### src/rsm_pkg.sv
// shared constants and types of the reset status and memory remap block
package rsm_pkg;
    localparam int ADDR_W = 32;
    localparam int DATA_W = 32;
    localparam int REG_W = 8;

    // register byte addresses
    localparam logic [31:0] MAP_SEL_ADDR = 32'hffff0220;
    localparam logic [31:0] CAUSE_STATUS_ADDR = 32'hffff0230;
    localparam logic [31:0] CAUSE_CLEAR_ADDR = 32'hffff0234;
    localparam logic [31:0] UNLOCK_FIRST_ADDR = 32'hffff0248;
    localparam logic [31:0] RETAIN_CFG_ADDR = 32'hffff024c;
    localparam logic [31:0] UNLOCK_SECOND_ADDR = 32'hffff0250;

    // memory_map_select fields
    localparam int MAP_REMAP_BIT = 0;
    localparam int MAP_PINFN_LSB = 1;
    localparam int MAP_SRAM_SMALL_BIT = 3;
    localparam int MAP_FLASH_SMALL_BIT = 4;
    localparam logic [1:0] PINFN_DEBUG = 2'h0;
    localparam logic [1:0] PINFN_GPIO = 2'h2;

    // reset_cause_status fields
    localparam int CAUSE_POR_BIT = 0;
    localparam int CAUSE_WDT_BIT = 1;
    localparam int CAUSE_SOFT_BIT = 2;
    localparam logic [2:0] CAUSE_RESET_VAL = 3'h1;
    localparam logic [7:0] CLEAR_RESET_VAL = 8'h00;

    // reset_retention_config fields and keys
    localparam int CFG_GPIO_BIT = 0;
    localparam int CFG_DAC_BIT = 2;
    localparam logic [7:0] CFG_WRITABLE_MASK = 8'h05;
    localparam logic [7:0] CFG_RESET_VAL = 8'h00;
    localparam logic [7:0] FIRST_KEY = 8'h76;
    localparam logic [7:0] SECOND_KEY = 8'hb1;

    // exception vector window that the remap swaps
    localparam logic [31:0] VECTOR_LO_ADDR = 32'h00000000;
    localparam logic [31:0] VECTOR_HI_ADDR = 32'h00000020;
    localparam logic [31:0] USER_RESET_VECTOR = 32'h00000000;

    // cycles spent in the configuration routine before the branch
    localparam int CONFIG_CYCLES = 16;

    typedef enum logic [1:0] {
        BOOT_HOLD = 2'b00,
        BOOT_CONFIG = 2'b01,
        BOOT_RUN = 2'b11,
        BOOT_KERNEL = 2'b10
    } rsm_boot_type;

    typedef enum logic [1:0] {
        KEY_IDLE = 2'b00,
        KEY_ARMED = 2'b01,
        KEY_PENDING = 2'b11
    } rsm_key_type;
endpackage

### src/rsm_cfg_if.sv
// carrier between the register front end and the retention key sequencer
`timescale 1ns/100ps
`default_nettype none
interface rsm_cfg_if;
    logic wr;
    logic [31:0] addr;
    logic [7:0] wdata;
    logic [7:0] cfg;
    modport front (output wr, output addr, output wdata, input cfg);
    modport keyer (input wr, input addr, input wdata, output cfg);
endinterface
`default_nettype wire

### src/rsm_top.sv
// reset status, retention control and boot memory remap
//
// Overview of operation
// - any reset returns flash to address zero
// - remap bit set mirrors sram at zero
// - remap bit cleared restores flash at zero
// - swapped window covers the exception vectors
// - boot pin high runs config then branches
// - bit 4 flags reduced flash, read only
// - bit 3 flags reduced sram, read only
// - bits 2:1 choose debug or gpio pins
// - pin function loaded from strap each reset
// - four reset causes are distinguished
// - all-zero status means external reset
// - writing status bit 2 forces software reset
// - watchdog reset sets status bit 1
// - power-on sets status bit 0
// - status cleared only through clear register
// - config bit 0 keeps gpio through watchdog and software resets
// - dac retain bit keeps dac through watchdog and software resets
// - dac retain sits at config bit 2
// - config written between first and second key
`timescale 1ns/100ps
`default_nettype none
module rsm_top #(
    parameter int CONFIG_LEN = rsm_pkg::CONFIG_CYCLES
) (
    input wire logic ref_clk_in,
    input wire logic rstn_in,
    input wire logic [rsm_pkg::ADDR_W-1:0] reg_addr_in,
    input wire logic [rsm_pkg::DATA_W-1:0] reg_wdata_in,
    input wire logic reg_wr_in,
    input wire logic reg_rd_in,
    output logic [rsm_pkg::DATA_W-1:0] reg_rdata_out,
    input wire logic ext_reset_in,
    input wire logic wdt_timeout_in,
    input wire logic boot_mode_pin_in,
    input wire logic boot_strap_pin_in,
    input wire logic flash_reduced_in,
    input wire logic sram_reduced_in,
    input wire logic [rsm_pkg::ADDR_W-1:0] cpu_addr_in,
    output logic soft_reset_req_out,
    output logic core_hold_out,
    output logic kernel_mode_out,
    output logic [rsm_pkg::ADDR_W-1:0] boot_vector_out,
    output logic mirror_sram_out,
    output logic vector_from_sram_out,
    output logic [1:0] debug_pin_function_out,
    output logic gpio_retain_out,
    output logic dac_retain_out,
    output logic gpio_reset_out,
    output logic dac_reset_out
);
    import rsm_pkg::*;

    localparam logic [7:0] CFG_LAST = 8'(CONFIG_LEN - 1);

    typedef struct packed {
        logic remap;
        logic [1:0] pin_fn;
        logic flash_small;
        logic sram_small;
        logic [2:0] cause;
        logic [7:0] clear_val;
        logic [31:0] rdata;
        rsm_boot_type boot;
        logic [7:0] cnt;
        logic soft_req;
        logic gpio_rst;
        logic dac_rst;
        logic sram_sel;
        logic hold;
        logic kernel;
        logic [31:0] vector;
    } rsm_top_state_type;

    rsm_top_state_type q;
    rsm_top_state_type d;

    rsm_cfg_if cfg_bus ();

    logic wr_map;
    logic wr_cause;
    logic wr_clear;
    logic soft_hit;
    logic sys_reset;
    logic warm_reset;
    logic [7:0] map_view;
    logic in_vectors;

    rsm_key_seq u_key (
        .ref_clk_in(ref_clk_in),
        .rstn_in(rstn_in),
        .bus(cfg_bus.keyer)
    );

    assign cfg_bus.wr = reg_wr_in;
    assign cfg_bus.addr = reg_addr_in;
    assign cfg_bus.wdata = reg_wdata_in[7:0];

    assign wr_map = reg_wr_in && (reg_addr_in == MAP_SEL_ADDR);
    assign wr_cause = reg_wr_in && (reg_addr_in == CAUSE_STATUS_ADDR);
    assign wr_clear = reg_wr_in && (reg_addr_in == CAUSE_CLEAR_ADDR);
    assign soft_hit = wr_cause && reg_wdata_in[CAUSE_SOFT_BIT];
    // external, watchdog and software resets all restart the boot sequence
    assign sys_reset = ext_reset_in || wdt_timeout_in || soft_hit;
    // only watchdog and software resets honour the retention configuration
    assign warm_reset = wdt_timeout_in || soft_hit;
    assign in_vectors = (cpu_addr_in >= VECTOR_LO_ADDR) && (cpu_addr_in <= VECTOR_HI_ADDR);

    always_comb begin
        map_view = 8'h00;
        map_view[MAP_REMAP_BIT] = q.remap;
        map_view[MAP_PINFN_LSB +: 2] = q.pin_fn;
        map_view[MAP_SRAM_SMALL_BIT] = q.sram_small;
        map_view[MAP_FLASH_SMALL_BIT] = q.flash_small;
    end

    always_comb begin
        d = q;
        d.soft_req = 1'b0;
        d.gpio_rst = 1'b0;
        d.dac_rst = 1'b0;

        // register writes; size and pin function bits ignore software
        if (wr_map) begin
            d.remap = reg_wdata_in[MAP_REMAP_BIT];
        end
        if (wr_clear) begin
            d.clear_val = reg_wdata_in[7:0];
        end

        // clear first, then set, so a cause arriving with its clear survives
        if (wr_clear) begin
            d.cause = q.cause & ~reg_wdata_in[2:0];
        end
        if (wdt_timeout_in) begin
            d.cause[CAUSE_WDT_BIT] = 1'b1;
        end
        if (soft_hit) begin
            d.cause[CAUSE_SOFT_BIT] = 1'b1;
            d.soft_req = 1'b1;
        end
        // an external reset leaves the causes alone, so none set reads as external

        if (sys_reset) begin
            d.remap = 1'b0;
            d.boot = BOOT_HOLD;
            d.cnt = 8'h00;
            d.gpio_rst = !(warm_reset && cfg_bus.cfg[CFG_GPIO_BIT]);
            d.dac_rst = !(warm_reset && cfg_bus.cfg[CFG_DAC_BIT]);
        end else begin
            case (q.boot)
                BOOT_HOLD: begin
                    // strap and size levels are caught here, one cycle after the release
                    d.pin_fn = boot_strap_pin_in ? PINFN_GPIO : PINFN_DEBUG;
                    d.flash_small = flash_reduced_in;
                    d.sram_small = sram_reduced_in;
                    d.cnt = 8'h00;
                    d.boot = boot_mode_pin_in ? BOOT_CONFIG : BOOT_KERNEL;
                end
                BOOT_CONFIG: begin
                    if (q.cnt == CFG_LAST) begin
                        d.boot = BOOT_RUN;
                    end else begin
                        d.cnt = q.cnt + 8'h01;
                    end
                end
                BOOT_RUN: begin
                    d.boot = BOOT_RUN;
                end
                BOOT_KERNEL: begin
                    // download mode: the core stays in the hidden kernel
                    d.boot = BOOT_KERNEL;
                end
                default: begin
                    d.boot = BOOT_HOLD;
                end
            endcase
        end

        // the window decode is registered, so a fetch sees it one cycle late
        d.sram_sel = d.remap && in_vectors;
        // boot status is decoded ahead of the flop so the pins never glitch on a state change
        d.hold = (d.boot != BOOT_RUN);
        d.kernel = (d.boot == BOOT_KERNEL);
        d.vector = USER_RESET_VECTOR;

        d.rdata = 32'h00000000;
        if (reg_rd_in) begin
            case (reg_addr_in)
                MAP_SEL_ADDR: d.rdata = {24'h000000, map_view};
                CAUSE_STATUS_ADDR: d.rdata = {29'h0, q.cause};
                CAUSE_CLEAR_ADDR: d.rdata = {24'h000000, q.clear_val};
                RETAIN_CFG_ADDR: d.rdata = {24'h000000, cfg_bus.cfg};
                default: d.rdata = 32'h00000000;
            endcase
        end
    end

    always_ff @(posedge ref_clk_in or negedge rstn_in) begin
        if (!rstn_in) begin
            q.remap <= 1'b0;
            q.pin_fn <= PINFN_DEBUG;
            q.flash_small <= 1'b0;
            q.sram_small <= 1'b0;
            q.cause <= CAUSE_RESET_VAL;
            q.clear_val <= CLEAR_RESET_VAL;
            q.rdata <= 32'h00000000;
            q.boot <= BOOT_HOLD;
            q.cnt <= 8'h00;
            q.soft_req <= 1'b0;
            q.gpio_rst <= 1'b1;
            q.dac_rst <= 1'b1;
            q.sram_sel <= 1'b0;
            q.hold <= 1'b1;
            q.kernel <= 1'b0;
            q.vector <= USER_RESET_VECTOR;
        end else begin
            q <= d;
        end
    end

    assign reg_rdata_out = q.rdata;
    assign soft_reset_req_out = q.soft_req;
    assign core_hold_out = q.hold;
    assign kernel_mode_out = q.kernel;
    assign boot_vector_out = q.vector;
    assign mirror_sram_out = q.remap;
    assign vector_from_sram_out = q.sram_sel;
    assign debug_pin_function_out = q.pin_fn;
    assign gpio_retain_out = cfg_bus.cfg[CFG_GPIO_BIT];
    assign dac_retain_out = cfg_bus.cfg[CFG_DAC_BIT];
    assign gpio_reset_out = q.gpio_rst;
    assign dac_reset_out = q.dac_rst;
endmodule
`default_nettype wire

### src/rsm_key_seq.sv
// key-protected retention configuration register
`timescale 1ns/100ps
`default_nettype none
module rsm_key_seq (
    input wire logic ref_clk_in,
    input wire logic rstn_in,
    rsm_cfg_if.keyer bus
);
    import rsm_pkg::*;

    typedef struct packed {
        rsm_key_type st;
        logic [7:0] pend;
        logic [7:0] cfg;
    } rsm_key_state_type;

    rsm_key_state_type q;
    rsm_key_state_type d;

    logic hit_first;
    logic hit_cfg;
    logic hit_second;

    assign hit_first = bus.wr && (bus.addr == UNLOCK_FIRST_ADDR);
    assign hit_cfg = bus.wr && (bus.addr == RETAIN_CFG_ADDR);
    assign hit_second = bus.wr && (bus.addr == UNLOCK_SECOND_ADDR);
    assign bus.cfg = q.cfg;

    always_comb begin
        d = q;
        // only the three writes of the sequence move it; other registers do not disturb it
        case (q.st)
            KEY_IDLE: begin
                if (hit_first && bus.wdata == FIRST_KEY) begin
                    d.st = KEY_ARMED;
                end
            end
            KEY_ARMED: begin
                if (hit_cfg) begin
                    d.st = KEY_PENDING;
                    d.pend = bus.wdata & CFG_WRITABLE_MASK;
                end else if (hit_second || (hit_first && bus.wdata != FIRST_KEY)) begin
                    d.st = KEY_IDLE;
                end
            end
            KEY_PENDING: begin
                if (hit_second && bus.wdata == SECOND_KEY) begin
                    d.cfg = q.pend;
                    d.st = KEY_IDLE;
                end else if (hit_first && bus.wdata == FIRST_KEY) begin
                    d.st = KEY_ARMED;
                end else if (hit_first || hit_cfg || hit_second) begin
                    d.st = KEY_IDLE;
                end
            end
            default: begin
                d.st = KEY_IDLE;
            end
        endcase
    end

    // only power-on clears the configuration, so it survives watchdog and software resets
    always_ff @(posedge ref_clk_in or negedge rstn_in) begin
        if (!rstn_in) begin
            q.st <= KEY_IDLE;
            q.pend <= CFG_RESET_VAL;
            q.cfg <= CFG_RESET_VAL;
        end else begin
            q <= d;
        end
    end
endmodule
`default_nettype wire

### config.mk
export PLATFORM = sky130hd
export DESIGN_NAME = rsm_top
export DESIGN_NICKNAME = d
export VERILOG_FILES = /design/src/rsm_pkg.sv /design/src/rsm_cfg_if.sv /design/src/rsm_top.sv /design/src/rsm_key_seq.sv
export SDC_FILE = /design/constraint.sdc
export NUM_CORES = 1
export LEC_CHECK = 0
export BUFFER_PORTS_ARGS = -buffer_cell sky130_fd_sc_hd__buf_2
export CORE_ASPECT_RATIO = 1.75
export CORE_MARGIN = 1
export CORE_UTILIZATION = 44
export CTS_CLUSTER_SIZE = 28
export DETAILED_ROUTE_END_ITERATION = 6
export GPL_ROUTABILITY_DRIVEN = 1
export PLACE_DENSITY = 0.8
export SLEW_MARGIN = 20
export SYNTH_ARGS = -nofsm -noshare
export SYNTH_HDL_FRONTEND = slang
export SYNTH_HIERARCHICAL = 1
export SYNTH_SLANG_ARGS = --single-unit
### constraint.sdc
create_clock -name ref_clk_in -period 1.9 [get_ports ref_clk_in]
set_clock_uncertainty 0.15 [all_clocks]
set_input_delay 0.285 -clock ref_clk_in [delete_from_list [all_inputs] [get_ports ref_clk_in]]
set_output_delay 0.285 -clock ref_clk_in [all_outputs]
set_load 0.02 [all_outputs]
==> run metrics <==
Worst setup EP type=flip-flop; FF-to-FF End=u_key/q[8]$_DFFE_PN0P_; CTS Buffer Depth=2; Yosys top cell by area=dfrtp_1; CTS sink count=45; CP startpoint kind=primary input; Routed Wire Length=7920 µm; Worst-path clk slew=0.06 ns; Antenna Cells=0; CP bufs+invs=3; launch point of the worst path=reg_addr_in[5]; cell repeated most along the worst path=buf_6; worst skew pair latency=0.28 ns; GR Overflow Total=0; Area Growth Syn to Fin=30.8%; I/O Buffers=99; post-place setup slack=-0.521 ns; top cell type's share of synthesized area=33.6%; area of the multi-input gates=0.00169 mm²; achievable frequency=475 MHz; final setup vio count=6; async set or reset register ratio after synthesis=100%; crit-path cells=buf_6, or4b_1, or4_4, buf_4, buf_6, o41a_1, nor3_2; Tightest Pin Transition=0.609 ns; delay of the slowest cell on the worst path=0.52 ns; Syn Inst Count=307; antenna violations before repair=0; top cells by area, synth=dfrtp_1 (34%), buf_4 (18%), mux2_2 (4.1%); Critical Path End=u_key/q[16]$_DFFE_PN0P_; Levels on crit path=7; Setup CP Type=primary input to flip-flop; #FFs+latches synth=45; sequential element share of the synthesized area=37.1%; vias in the first global route=2637; MaxCap Viol Count=0; Peak VDD IR=0.445 mV; share of the clock period used by the worst path=111%; Tot Pwr=0.00224 W; H-tree depth=2; PwrDens=563 mW/mm²; WP data required=1.94 ns; Slew headroom=59.4%; reg2reg setup slack=-0.03 ns; CP delay by family, top=simple AND/OR/NAND/NOR gates; Finished Layout Cells=526; fin crit period=2.11 ns; Core ar.=0.00664 mm²; Leak=2.00 nW; Worst Slack Setup Final=-0.207 ns; die area=0.00729 mm²; failing checks=setup timing; final slew viol count=0; Die Ht=112 µm; Final Hold Vio Count=0; Std-Cell Rows=39; CTS buffer count=5; first-pass iteration count of the detailed router=4; Layout Utilization=60.1%; status=finished with violations; Crit Path Max Fanout=5; synth cell count leaders=buf_4 (75), dfrtp_1 (41), nor2_1 (17); number of warnings issued by yosys=6; TNS Setup=-0.909 ns; number of remaining DRC errors=0; filler instances=561; gpl congestion=0.888; top_reg_cell synth=dfrtp_1; worst hold path depth=2; Critical-path top delay cell=or4b_1; gr usage total=21.1%; Cell Area, Synth=0.00305 mm²; Total Nets Final=550; worst min path class=primary input to flip-flop; vias=2725; global-route wire length before repair=11700 µm; RR Startpoint=u_key/q[17]$_DFFE_PN0P_; most common cell in the netlist=buf_4; largest net degree at the start of global routing=46; I/O pin total=181; Arrival @ worst endpoint=2.15 ns; Starting DRT DRC Count=137; Die X=65.0 µm; area taken by flip-flops and latches=0.00113 mm²; layout cells sized above 1=46.8%; Root Driver=clkbuf_16; placed cell count=512; number of synthesized flops with an enable pin=0; TritonCTS clock tree=done; initial core utilization=46.0%; post-synthesis cell type count=67; post-DP HPWL=6050 µm; antenna viol nets, final=0; DR vias/cell=5.18; syn_area_per_cell=9.94 µm²; setup repair after global routing missed its margin=yes; worst reg2reg path depth=4; Avg WL per Cell=15.1 µm
[routing by layer]
layer,wire length [µm],vias up,global-route usage [%]
met2,4500,129,41.1
li1,-,1267,-
met3,450,27,3.35
met5,0,-,0
met1,2610,1302,19.7
met4,358,0,11.9
[power by group]
group	switching, W	internal, W	total (W)
logic	0.000242	0.000162	0.000404
registers	0.0000166	0.000978	0.000995
clock network	0.000357	0.000489	0.000846
total	0.000616	0.00163	0.00224
[how the worst min path moves through the flow]
stage / start / to / slack, ns
finish: cpu_addr_in[5] / vector_from_sram_out$_DFF_PN0_ / 0.04
global placement: rstn_in / debug_pin_function_out[1]$_DFFE_PN0P_ / 0.13
detailed placement: rstn_in / debug_pin_function_out[1]$_DFFE_PN0P_ / 0.13
floorplan: rstn_in / debug_pin_function_out[1]$_DFFE_PN0P_ / -0.16
global route: cpu_addr_in[5] / vector_from_sram_out$_DFF_PN0_ / 0.04
CTS: cpu_addr_in[5] / vector_from_sram_out$_DFF_PN0_ / 0.04
[logic make-up after synthesis]
kind of cell	Yosys count	synth area share, %
and+or+nand+nor	111	24.1
buffers and inverters	84	19.9
AOI/OAI and AO/OA	47	11.8
DFF	45	37.1
muxes	17	6.44
other	2	0.246
adders and majority gates	1	0.410
[timing repair]
action	4_1_cts	5_1_grt
endpoints found under the setup margin	10	31
pin swaps	5	6
hold buffers	1	0
endpoints found under the hold margin	41	0
gates cloned	0	0
buffers inserted	3	2
resized for setup	13	21
[flip-flops by register name, summed over array words and instances (netlist names)]
| name | count |
|---|---|
| core_hold_out | 1 |
| mirror_sram_out | 1 |
| dac_reset_out | 1 |
| u_key/q | 4 |
| q | 21 |
| soft_reset_req_out | 1 |
| debug_pin_function_out | 1 |
| gpio_reset_out | 1 |
| map_view | 2 |
| u_key/bus.cfg | 2 |
| kernel_mode_out | 1 |
| reg_rdata_out | 8 |
| vector_from_sram_out | 1 |
[through the flow]
step	cell area [µm²]	hold WS [ns]
after global placement	3640	0.129
after global routing	3990	0.0404
after CTS	3880	0.0399
after detailed placement	3640	0.133
final	3990	0.0398
after floorplan	3300	-0.161
[layout by cell type, fill, tap and decap left out, types with 7 or more instances in the layout]
cell | Yosys | final
nor2_1 | 17 | 17
nand2_1 | 12 | 12
buf_4 | 75 | 43
nor4_1 | 8 | 7
conb_1 | 2 | 63
buf_2 | 2 | 97
mux2_2 | 11 | 7
nand4_1 | 13 | 13
dfrtp_1 | 41 | 41
mux2_4 | 2 | 8
[cell type report]
type | instances | area share [%]
Multi-Input combinational cell | 239 | 42.3
Sequential cell | 45 | 28.3
Timing Repair Buffer | 148 | 22.7
Clock buffer | 5 | 3.14
Tap cell | 82 | 2.57
Clock inverter | 3 | 0.533
Inverter | 4 | 0.376
(Power assumes the default switching activity.)
